[src/acwd_pkg.sv]
// Purpose: Shared constants and types for the converter control word decoder
// Assumes: Byte-wide host writes, low byte first
// Notes: All field positions and codes live here
package acwd_pkg;

    // ==========================================================
    // Word layout
    // ==========================================================
    localparam int CW_W = 14;
    localparam logic [1:0] ADDR_CTRL = 2'h3;
    localparam logic [CW_W-1:0] CW_RESET = 14'h0000;
    localparam logic [CW_W-1:0] CW_KEEP_MASK = 14'h03FF;
    localparam int B_PM_HI = 9;
    localparam int B_PM_LO = 8;
    localparam int B_RD_HI = 7;
    localparam int B_RD_LO = 6;
    localparam int B_RANGE = 5;
    localparam int B_CONV = 4;
    localparam int B_CMODE = 3;
    localparam int B_CS_HI = 2;
    localparam int B_CS_LO = 1;
    localparam int B_CSTART = 0;
    localparam int BYTE_W = 8;
    localparam int WORD_W = 16;
    localparam int B_ADDR_HI = 15;
    localparam int B_ADDR_LO = 14;
    localparam logic [1:0] ADDR_TEST = 2'h1;
    localparam logic [1:0] ADDR_CAL = 2'h2;

    // ==========================================================
    // Read select codes
    // ==========================================================
    localparam logic [1:0] RD_RESULT = 2'h0;
    localparam logic [1:0] RD_TEST = 2'h1;
    localparam logic [1:0] RD_CAL = 2'h2;
    localparam logic [1:0] RD_STATUS = 2'h3;

    // ==========================================================
    // Calibration step sequence encodings (one hot step list)
    // ==========================================================
    localparam logic [2:0] STEP_DAC = 3'h4;
    localparam logic [2:0] STEP_GAIN = 3'h2;
    localparam logic [2:0] STEP_OFFS = 3'h1;
    localparam logic [2:0] STEPS_NONE = 3'h0;
    localparam logic [1:0] CS_FULL = 2'h0;
    localparam logic [1:0] CS_GAIN_OFFS = 2'h1;
    localparam logic [1:0] CS_OFFS = 2'h2;
    localparam logic [1:0] CS_GAIN = 2'h3;

    typedef enum logic [1:0] {ACWD_IDLE, ACWD_LOW_HELD} acwd_byte_e;

    typedef struct packed {
        logic [1:0] power_mode;
        logic [1:0] read_sel;
        logic range_bipolar;
        logic cal_system;
        logic [1:0] cal_select;
        logic [2:0] cal_steps;
        logic conv_go;
        logic cal_go;
    } acwd_ctrl_s;

    typedef struct packed {
        acwd_byte_e byte_st;
        logic [7:0] low_byte;
        logic [CW_W-1:0] cw;
        acwd_ctrl_s ctrl;
        logic cw_write;
    } acwd_state_s;

endpackage

[src/acwd_decoder.sv]
// Function
// RULE_01: Fourteen-bit write-only control word held.
// RULE_02: Only address bits 11 write the word.
// RULE_03: Reset clears every control word bit.
// RULE_04: Host writes zeros to bits 13-10.
// RULE_05: Bits 9-8 choose power mode.
// RULE_06: Bits 7-6 choose read source.
// RULE_07: Bit 5 picks unipolar or bipolar range.
// RULE_08: Bit 4 starts conversion, self-clears.
// RULE_09: Bit 3 picks self or system calibration.
// RULE_10: Start bit plus selects pick calibration.
// RULE_11: Calibration start bit clears on completion.
// RULE_12: Without start, selects address coefficient registers.
// RULE_13: Self 00 full, 01 gain then offset.
// RULE_14: Self 10 offset only, 11 gain only.
// RULE_15: System 00 full, 01 gain then offset.
// RULE_16: System 10 offset only, 11 gain only.
// RULE_17: Host sends low byte then high byte.
// RULE_18: Read select 00 result, 01 test, 10 cal, 11 status.
// RULE_19: Reserved upper bits ignored, treated zero.
//
// Purpose: Assemble host byte writes and decode the control word
// Assumes: wr_strobe one cycle per byte; done pulses from converter core
// Notes: Word itself is not readable; decoded fields are outputs
`timescale 1ns/1ps
module acwd_decoder
(
    input wire logic sys_clk,
    input wire logic rst,
    input wire logic wr_strobe,
    input wire logic [7:0] wr_data,
    input wire logic byte_restart,
    input wire logic conv_done,
    input wire logic cal_done,
    output acwd_pkg::acwd_ctrl_s ctrl,
    output logic cw_write
);

    // ==========================================================
    // State
    // ==========================================================
    acwd_pkg::acwd_state_s st_r;
    acwd_pkg::acwd_state_s st_nxt;

    // ==========================================================
    // Write targets of an assembled word
    // ==========================================================
    typedef enum logic [1:0] {TGT_NONE, TGT_TEST, TGT_CAL, TGT_CTRL} acwd_tgt_e;

    // ==========================================================
    // Address decode of the high byte
    // ==========================================================
    function automatic acwd_tgt_e target_of(input logic [1:0] addr);
        acwd_tgt_e t;
        if (addr == acwd_pkg::ADDR_CTRL)
        begin
            t = TGT_CTRL; // RULE_02
        end
        else if (addr == acwd_pkg::ADDR_CAL)
        begin
            t = TGT_CAL;
        end
        else if (addr == acwd_pkg::ADDR_TEST)
        begin
            t = TGT_TEST;
        end
        else
        begin
            t = TGT_NONE;
        end
        return t;
    endfunction

    // ==========================================================
    // Byte pairing
    // ==========================================================
    function automatic logic [acwd_pkg::WORD_W-1:0] join_bytes(
        input logic [acwd_pkg::BYTE_W-1:0] high,
        input logic [acwd_pkg::BYTE_W-1:0] low
    );
        return {high, low}; // RULE_17
    endfunction

    // ==========================================================
    // Reserved bits dropped
    // ==========================================================
    function automatic logic [acwd_pkg::CW_W-1:0] payload_of(
        input logic [acwd_pkg::WORD_W-1:0] word
    );
        return word[acwd_pkg::CW_W-1:0] & acwd_pkg::CW_KEEP_MASK; // RULE_19 RULE_04
    endfunction

    // ==========================================================
    // Calibration step list
    // ==========================================================
    function automatic logic [2:0] cal_steps_of(input logic [1:0] sel);
        logic [2:0] s;
        s = acwd_pkg::STEP_OFFS;
        case (sel)
            acwd_pkg::CS_FULL:
            begin
                s = acwd_pkg::STEP_DAC | acwd_pkg::STEP_GAIN
                    | acwd_pkg::STEP_OFFS; // RULE_13 RULE_15
            end
            acwd_pkg::CS_GAIN_OFFS:
            begin
                s = acwd_pkg::STEP_GAIN | acwd_pkg::STEP_OFFS; // RULE_13 RULE_15
            end
            acwd_pkg::CS_OFFS:
            begin
                s = acwd_pkg::STEP_OFFS; // RULE_14 RULE_16
            end
            default:
            begin
                s = acwd_pkg::STEP_GAIN; // RULE_14 RULE_16
            end
        endcase
        return s;
    endfunction

    // ==========================================================
    // Self-clearing start bits
    // ==========================================================
    function automatic logic [acwd_pkg::CW_W-1:0] retire_bits(
        input logic [acwd_pkg::CW_W-1:0] cw,
        input logic conv_end,
        input logic cal_end
    );
        logic [acwd_pkg::CW_W-1:0] r;
        r = cw;
        if (conv_end)
        begin
            r[acwd_pkg::B_CONV] = 1'b0; // RULE_08
        end
        if (cal_end)
        begin
            r[acwd_pkg::B_CSTART] = 1'b0; // RULE_11
        end
        return r;
    endfunction

    // ==========================================================
    // Field decode
    // ==========================================================
    function automatic acwd_pkg::acwd_ctrl_s decode_word(
        input logic [acwd_pkg::CW_W-1:0] cw
    );
        acwd_pkg::acwd_ctrl_s c;
        c = '0;
        c.power_mode = cw[acwd_pkg::B_PM_HI:acwd_pkg::B_PM_LO]; // RULE_05
        c.read_sel = cw[acwd_pkg::B_RD_HI:acwd_pkg::B_RD_LO]; // RULE_06 RULE_18
        c.range_bipolar = cw[acwd_pkg::B_RANGE]; // RULE_07
        c.cal_system = cw[acwd_pkg::B_CMODE]; // RULE_09
        c.cal_select = cw[acwd_pkg::B_CS_HI:acwd_pkg::B_CS_LO]; // RULE_12
        c.conv_go = cw[acwd_pkg::B_CONV]; // RULE_08
        c.cal_go = cw[acwd_pkg::B_CSTART]; // RULE_10
        if (c.cal_go)
        begin
            c.cal_steps = cal_steps_of(c.cal_select); // RULE_10
        end
        else
        begin
            c.cal_steps = acwd_pkg::STEPS_NONE; // RULE_12
        end
        return c;
    endfunction

    // ==========================================================
    // Next state
    // ==========================================================
    always_comb
    begin
        logic [acwd_pkg::WORD_W-1:0] word;
        acwd_tgt_e tgt;
        word = join_bytes(wr_data, st_r.low_byte);
        tgt = target_of(word[acwd_pkg::B_ADDR_HI:acwd_pkg::B_ADDR_LO]);
        st_nxt = st_r;
        st_nxt.cw_write = 1'b0;
        st_nxt.cw = retire_bits(st_r.cw, conv_done, cal_done); // RULE_08 RULE_11
        if (byte_restart)
        begin
            st_nxt.byte_st = acwd_pkg::ACWD_IDLE;
        end
        else if (wr_strobe)
        begin
            case (st_r.byte_st)
                acwd_pkg::ACWD_IDLE:
                begin
                    st_nxt.low_byte = wr_data; // RULE_17
                    st_nxt.byte_st = acwd_pkg::ACWD_LOW_HELD;
                end
                default:
                begin
                    st_nxt.byte_st = acwd_pkg::ACWD_IDLE;
                    if (tgt == TGT_CTRL) // RULE_02
                    begin
                        st_nxt.cw = payload_of(word); // RULE_01
                        st_nxt.cw_write = 1'b1;
                    end
                end
            endcase
        end
        st_nxt.ctrl = decode_word(st_nxt.cw);
    end

    // ==========================================================
    // State register
    // ==========================================================
    always_ff @(posedge sys_clk or posedge rst)
    begin
        if (rst)
        begin
            st_r <= '0; // RULE_03
        end
        else
        begin
            st_r <= st_nxt;
        end
    end

    // ==========================================================
    // Outputs
    // ==========================================================
    assign ctrl = st_r.ctrl;
    assign cw_write = st_r.cw_write;

endmodule

[config.mk]
export PLATFORM = sky130hd
export DESIGN_NAME = acwd_decoder
export DESIGN_NICKNAME = d
export VERILOG_FILES = /design/src/acwd_pkg.sv /design/src/acwd_decoder.sv
export SDC_FILE = /design/constraint.sdc
export NUM_CORES = 1
export LEC_CHECK = 0
export ABC_AREA = 1
export BUFFER_PORTS_ARGS = -buffer_cell sky130_fd_sc_hd__buf_4
export CAP_MARGIN = 20
export CORE_ASPECT_RATIO = 2
export CORE_MARGIN = 10
export CORE_UTILIZATION = 40
export DETAILED_ROUTE_END_ITERATION = 10
export PLACE_DENSITY_LB_ADDON = 0.25
export SYNTH_ARGS = -nofsm -noshare
export SYNTH_HDL_FRONTEND = slang
export SYNTH_SLANG_ARGS = --single-unit
[constraint.sdc]
create_clock -name sys_clk -period 1.5 [get_ports sys_clk]
set_input_delay 0.15 -clock sys_clk [delete_from_list [all_inputs] [get_ports sys_clk]]
set_output_delay 0.15 -clock sys_clk [all_outputs]
set_load 0.005 [all_outputs]
==> flow_metrics.env, run 1 <==
export IMPL_endpoint_kind="register"
export IMPL_synth_largest_area_cell="dfrtp_1"
export IMPL_synth_flop_cell="dfrtp_1"
export IMPL_worstSetupPathType="reg -> reg"
export IMPL_dr_total_vias=723
export IMPL_io_pins=28
export IMPL_yosysTopAreaCellShare=0.5336
export IMPL_placementRows=26
export IMPL_cp_slowest_cell="dfrtp_1"
export IMPL_final_cell_count_no_fill=163
export IMPL_power_frac_seq=0.545
export IMPL_initial_core_util=0.4197
export IMPL_via_per_inst=4.436
export IMPL_p_comb_frac=0.187
export IMPL_grt_setup_unrepaired="no"
export IMPL_core_area_um2=2570
export IMPL_cts_sinks=23
export IMPL_path_max_fanout=13
export IMPL_placed_cells=158
export IMPL_ys_seq_area_frac=0.5336
export IMPL_cts_max_level=1
export IMPL_seq_area_um2=575.6
export IMPL_leakage_nw=0.7151
export IMPL_syn_avg_cell_area_um2=9.218
export IMPL_setup_viol=0
export IMPL_syn_area_um2=1079
export IMPL_die_y_um=93.44
export IMPL_antenna_found_initial=0
export IMPL_synthTopCellsByCount="36 x nand2_1, 23 x dfrtp_1, 13 x buf_4"
export IMPL_hold_viol=0
export IMPL_r2r_setup_slack_ps=310
export IMPL_finalMaxSlewViolations=0
export IMPL_internal_power_mw=1.029
export IMPL_drt_iter0_drc=5
export IMPL_syn_inst=117
export IMPL_drt_total_wl_um=1925
export IMPL_grt_max_degree=24
export IMPL_fin_setup_tns_ps=0
export IMPL_start_kind="register"
export IMPL_wire_per_inst_um=11.81
export IMPL_firstDrtPassIters=3
export IMPL_max_cap_violations=0
export IMPL_area_growth_pct=16.71
export IMPL_nFillCells=249
export IMPL_synth_edf_count=0
export IMPL_grt_total_usage=0.07707
export IMPL_insertion_delay_ps=260
export IMPL_hold_path_class="in -> reg"
export IMPL_dp_hpwl_um=1568
export IMPL_pwr_density_cell_nw_per_um2=1101
export IMPL_synthTopCellsByArea="dfrtp_1 53%, nand2_1 13%, buf_4 9.0%"
export IMPL_cts_tree="yes"
export IMPL_clk_path_buf_depth=2
export IMPL_whs_ps=109.6
export IMPL_grt_pass1_wl_um=3332
export IMPL_hp_start="wr_strobe"
export IMPL_irDropWorstVdd_mv=0.4857
export IMPL_hold_depth=2
export IMPL_numCtsBuffers=3
export IMPL_dieArea_um2=5299
export IMPL_sw_frac_of_total=0.2580
export IMPL_finClkSkew_ps=4.217
export IMPL_synthesis_nets=131
export IMPL_r2r_end="ctrl[3]"
export IMPL_cp_required_ps=1650
export IMPL_yosys_warnings=0
export IMPL_async_reset_ff_frac=1.000
export IMPL_io_buffer_count=27
export IMPL_holdPathEnd="st_r[36]"
export IMPL_synth_most_common_cell="nand2_1"
export IMPL_antenna_cells=0
export IMPL_crit_chain="inv_2 -> nor2_4 -> nand2_2 -> nand2_1 -> nand2_2 -> nand2_2 -> nand2_1"
export IMPL_min_period_over_period=0.7917
export IMPL_status="complete, no violations"
export IMPL_die_width_um=56.72
export IMPL_routabilityCongestion=0.7906
export IMPL_min_period_ps=1188
export IMPL_worst_pin_slew_ps=280.8
export IMPL_route_detailed_drc=0
export IMPL_ant_nets=0
export IMPL_fmax_ghz=0.8420
export IMPL_relSlewSlack=0.8128
export IMPL_clkPwrFrac=0.268
export IMPL_cts_clk_slew_worst_paths_ps=80
export IMPL_post_cts_setup_buffers=0
export IMPL_synth_seq_cells=23
export IMPL_multi_input_area_um2=331.6
export IMPL_grt_overflow=0
export IMPL_drive_gt1_frac=0.3481
export IMPL_first_global_vias=777
export IMPL_crit_top_cell="nand2_2"
export IMPL_yosysUniqueCellTypes=20
export IMPL_finalNetCount=150
export IMPL_root_buffer="clkbuf_8"
export IMPL_slowest_delay_ps=400
export IMPL_r2r_start="st_r[36]"
export IMPL_r2r_cells=7
export IMPL_switching_power_uw=357.8
export IMPL_arrival_ps=1340
[worst max path at each step]
stage                     slack [ps]  startpoint  cells after the start      end
after floorplan                  490    st_r[36]                      5  ctrl[2]
after global placement           360    st_r[36]                      7  ctrl[2]
after detailed placement         320    st_r[36]                      7  ctrl[3]
after CTS                        300    st_r[36]                      7  ctrl[3]
after global routing             180    st_r[36]                      7  ctrl[3]
final                            310    st_r[36]                      7  ctrl[3]
[power by group through the flow]
| stage | registers (mW) | logic (mW) | clock network, mW |
|---|---|---|---|
| after floorplan | 0.755 | 0.207 | 0 |
| after global placement | 0.764 | 0.261 | 0 |
| after detailed placement | 0.768 | 0.267 | 0 |
| after CTS | 0.756 | 0.270 | 0.385 |
| after global routing | 0.767 | 0.304 | 0.410 |
| final | 0.755 | 0.260 | 0.372 |
[worst max-delay path: cells and delay by family, from the launching register on]
kind / cells / cell delay (ps)
buf+inv: 1 / 90
simple gates: 6 / 590
flops: 1 / 400
[final cells by class]
type                       instances  share of cell area
clock buffer                       4             0.03579
timing repair buffer              29              0.1749
multi-input combinational         66              0.2634
inverter                          13             0.04076
sequential                        23              0.4573
tap                               28             0.02783
[cell families (layout without fill, tap and decap cells)]
logic type / after synthesis / in the layout / share of synthesized area
buf+inv: 28 / 46 / 0.1589
flops: 23 / 23 / 0.5336
compound gates: 9 / 9 / 0.04408
simple gates: 57 / 57 / 0.2633
[state kept, by name (all words and copies together), names as in the netlist]
signal / count
st_r: 16
ctrl: 6
cw_write: 1
[routing by layer]
layer / up-vias / part of all wire / GRT usage
met5: - / 0 / 0
met4: 0 / 0.0099 / 0.03629
met3: 2 / 0.066 / 0.02846
met2: 15 / 0.54 / 0.1360
met1: 328 / 0.38 / 0.07668
li1: 378 / - / -
[metrics by stage]
stage                     cell area, µm²    util  setup slack [ps]  total power, mW
after floorplan                     1079       -             489.6           0.9621
after global placement              1204  0.4684             363.9            1.026
after detailed placement            1204  0.4684             320.2            1.035
after CTS                           1259  0.4898             302.6            1.411
after global routing                1259  0.4898             184.9            1.480
final                               1259  0.4898             312.4            1.386
[timing repair]
item	in CTS	in global routing
resized for setup	0	0
endpoints found under the hold margin	23	0
hold buffers	1	0
[cells in the final DEF (no fill, tap or decap), types with 2 or more instances in the layout]
cell       n
a21oi_1    2
o21ai_1    5
nand2_1   36
inv_2      2
buf_4     28
nand2_2    8
nand3_1    5
clkbuf_8   3
inv_1     10
nor2_1     2
dfrtp_1   23
No activity file was read; power rests on OpenSTA's default activity.
==> run 2, diff against run 1 <==
==> constraint.sdc (replaced) <==
create_clock -name sys_clk -period 1.2 [get_ports sys_clk]
set_input_delay 0.12 -clock sys_clk [delete_from_list [all_inputs] [get_ports sys_clk]]
set_output_delay 0.12 -clock sys_clk [all_outputs]
set_load 0.005 [all_outputs]
==> flow_metrics.env, run 2 (synthesis gave the netlist of run 1 again) <==
export IMPL_status="complete, no violations"
export IMPL_clk_path_buf_depth=2
export IMPL_startpoint="st_r[36]"
export IMPL_total_power_mw=1.747
export IMPL_r2r_cells=5
export IMPL_numCtsBuffers=3
export IMPL_arrival_ps=1260
export IMPL_hold_path_class="in -> reg"
export IMPL_firstDrtPassIters=4
export IMPL_cts_clk_slew_worst_paths_ps=80
export IMPL_die_width_um=56.72
export IMPL_min_period_over_period=0.9158
export IMPL_insertion_delay_ps=260
export IMPL_dp_hpwl_um=1554
export IMPL_route_detailed_drc=0
export IMPL_seq_area_um2=575.6
export IMPL_antenna_cells=0
export IMPL_dr_total_vias=743
export IMPL_grt_setup_unrepaired="no"
export IMPL_initial_core_util=0.4197
export IMPL_crit_chain="nand3_2 -> o21bai_1 -> nand2_2 -> nand2_2 -> nand2_1"
export IMPL_cts_max_level=1
export IMPL_irDropWorstVdd_mv=0.5763
export IMPL_worst_pin_slew_ps=286.4
export IMPL_endpoint_kind="register"
export IMPL_relSlewSlack=0.8091
export IMPL_max_cap_violations=0
export IMPL_first_global_vias=783
export IMPL_pwr_density_cell_nw_per_um2=1351
export IMPL_cp_slowest_cell="dfrtp_1"
export IMPL_root_buffer="clkbuf_8"
export IMPL_largest_register_ffs=16
export IMPL_r2r_end="ctrl[3]"
export IMPL_leakage_nw=0.7434
export IMPL_hold_viol=0
export IMPL_drive_gt1_frac=0.3669
export IMPL_placementRows=26
export IMPL_via_per_inst=4.449
export IMPL_drt_total_wl_um=1954
export IMPL_slowest_delay_ps=400
export IMPL_routabilityCongestion=0.7000
export IMPL_finalMaxSlewViolations=0
export IMPL_cts_sinks=23
export IMPL_io_pins=28
export IMPL_setup_viol=0
export IMPL_fmax_ghz=0.9099
export IMPL_nFillCells=266
export IMPL_layout_commonest_cell="nand2_1"
export IMPL_grt_overflow=0
export IMPL_fin_setup_tns_ps=0
export IMPL_r2r_setup_slack_ps=100
export IMPL_finClkSkew_ps=1.601
export IMPL_endpoint="ctrl[3]"
export IMPL_grt_pass1_wl_um=3422
export IMPL_cp_required_ps=1360
export IMPL_core_area_um2=2570
export IMPL_die_y_um=93.44
export IMPL_wire_per_inst_um=11.70
export IMPL_multi_input_area_um2=336.6
export IMPL_start_kind="register"
export IMPL_r2r_start="st_r[36]"
export IMPL_dieArea_um2=5299
export IMPL_grt_max_degree=24
export IMPL_layout_common_cells="36 x nand2_1, 32 x buf_4, 23 x dfrtp_1, 10 x inv_1, 7 x nand2_2"
export IMPL_ant_nets=0
export IMPL_drt_iter0_drc=13
export IMPL_top_register="st_r"
export IMPL_area_growth_pct=19.95
export IMPL_min_period_ps=1099
export IMPL_cts_tree="yes"
export IMPL_finalNetCount=154
export IMPL_io_buffer_count=27
export IMPL_crit_top_cell="nand2_2"
export IMPL_grt_total_usage=0.07759
export IMPL_worstSetupPathType="reg -> reg"
export IMPL_path_max_fanout=4
export IMPL_antenna_found_initial=0
## run 2: cell count changes in the layout (fill, tap and decap cells not counted), sizes merged
| cell | delta |
|---|---|
| buf | +4 |
## run 2: report_power, final
group	switching, mW	leakage [nW]	internal (mW)	total (mW)
registers	0.0591	0.294	0.884	0.943
clock network	0.233	0.0228	0.237	0.470
logic	0.163	0.426	0.171	0.334
total	0.456	0.743	1.29	1.75
## run 2: metal layers
metal	wire length [µm]	share of wire	vias up	global-route usage
li1	-	-	385	-
met2	1025	0.52	22	0.1415
met3	135	0.069	4	0.02168
met1	759	0.39	332	0.07741
met5	0	0	-	0
met4	34	0.017	0	0.03629
## run 2: what timing repair did
action / 4_1_cts / 5_1_grt
hold buffers: 1 / 0
resized for setup: 0 / 1
setup buffers: 0 / 3
endpoints found under the hold margin: 23 / 0
endpoints found under the setup margin: 0 / 3
## run 2: area by class of cell
| class | count | area share |
|---|---|---|
| multi-input combinational | 66 | 0.2602 |
| timing repair buffer | 33 | 0.1934 |
| clock buffer | 4 | 0.03482 |
| sequential | 23 | 0.4449 |
| inverter | 13 | 0.03965 |
| tap | 28 | 0.02708 |
## run 2: stage by stage
step	cell area, µm²	hold slack [ps]	instances	utilization	worst slack [ps]
3_5_place_dp	1211	181.9	159	0.4713	40.02
6_report	1294	75.74	167	0.5034	101.0
2_1_floorplan	1079	121.9	117	-	189.6
5_1_grt	1294	111.3	167	0.5034	13.70
3_3_place_gp	1211	180.3	159	0.4713	86.84
4_1_cts	1266	76.68	164	0.4927	20.41
## run 2: worst min-delay path by stage
stage / cells after the start / startpoint / endpoint / slack (ps)
after detailed placement: 3 / rst / st_r[29] / 180
after global placement: 3 / rst / st_r[23] / 180
after global routing: 3 / wr_data[5] / st_r[33] / 110
final: 2 / wr_strobe / st_r[36] / 80
after CTS: 2 / wr_strobe / st_r[36] / 80
after floorplan: 1 / rst / ctrl[11] / 120
## run 2: worst max-delay path: cells and delay by family, from the launching register on
kind	cells	cell delay, ps
simple gates	4	410
flops	1	400
compound gates	1	190
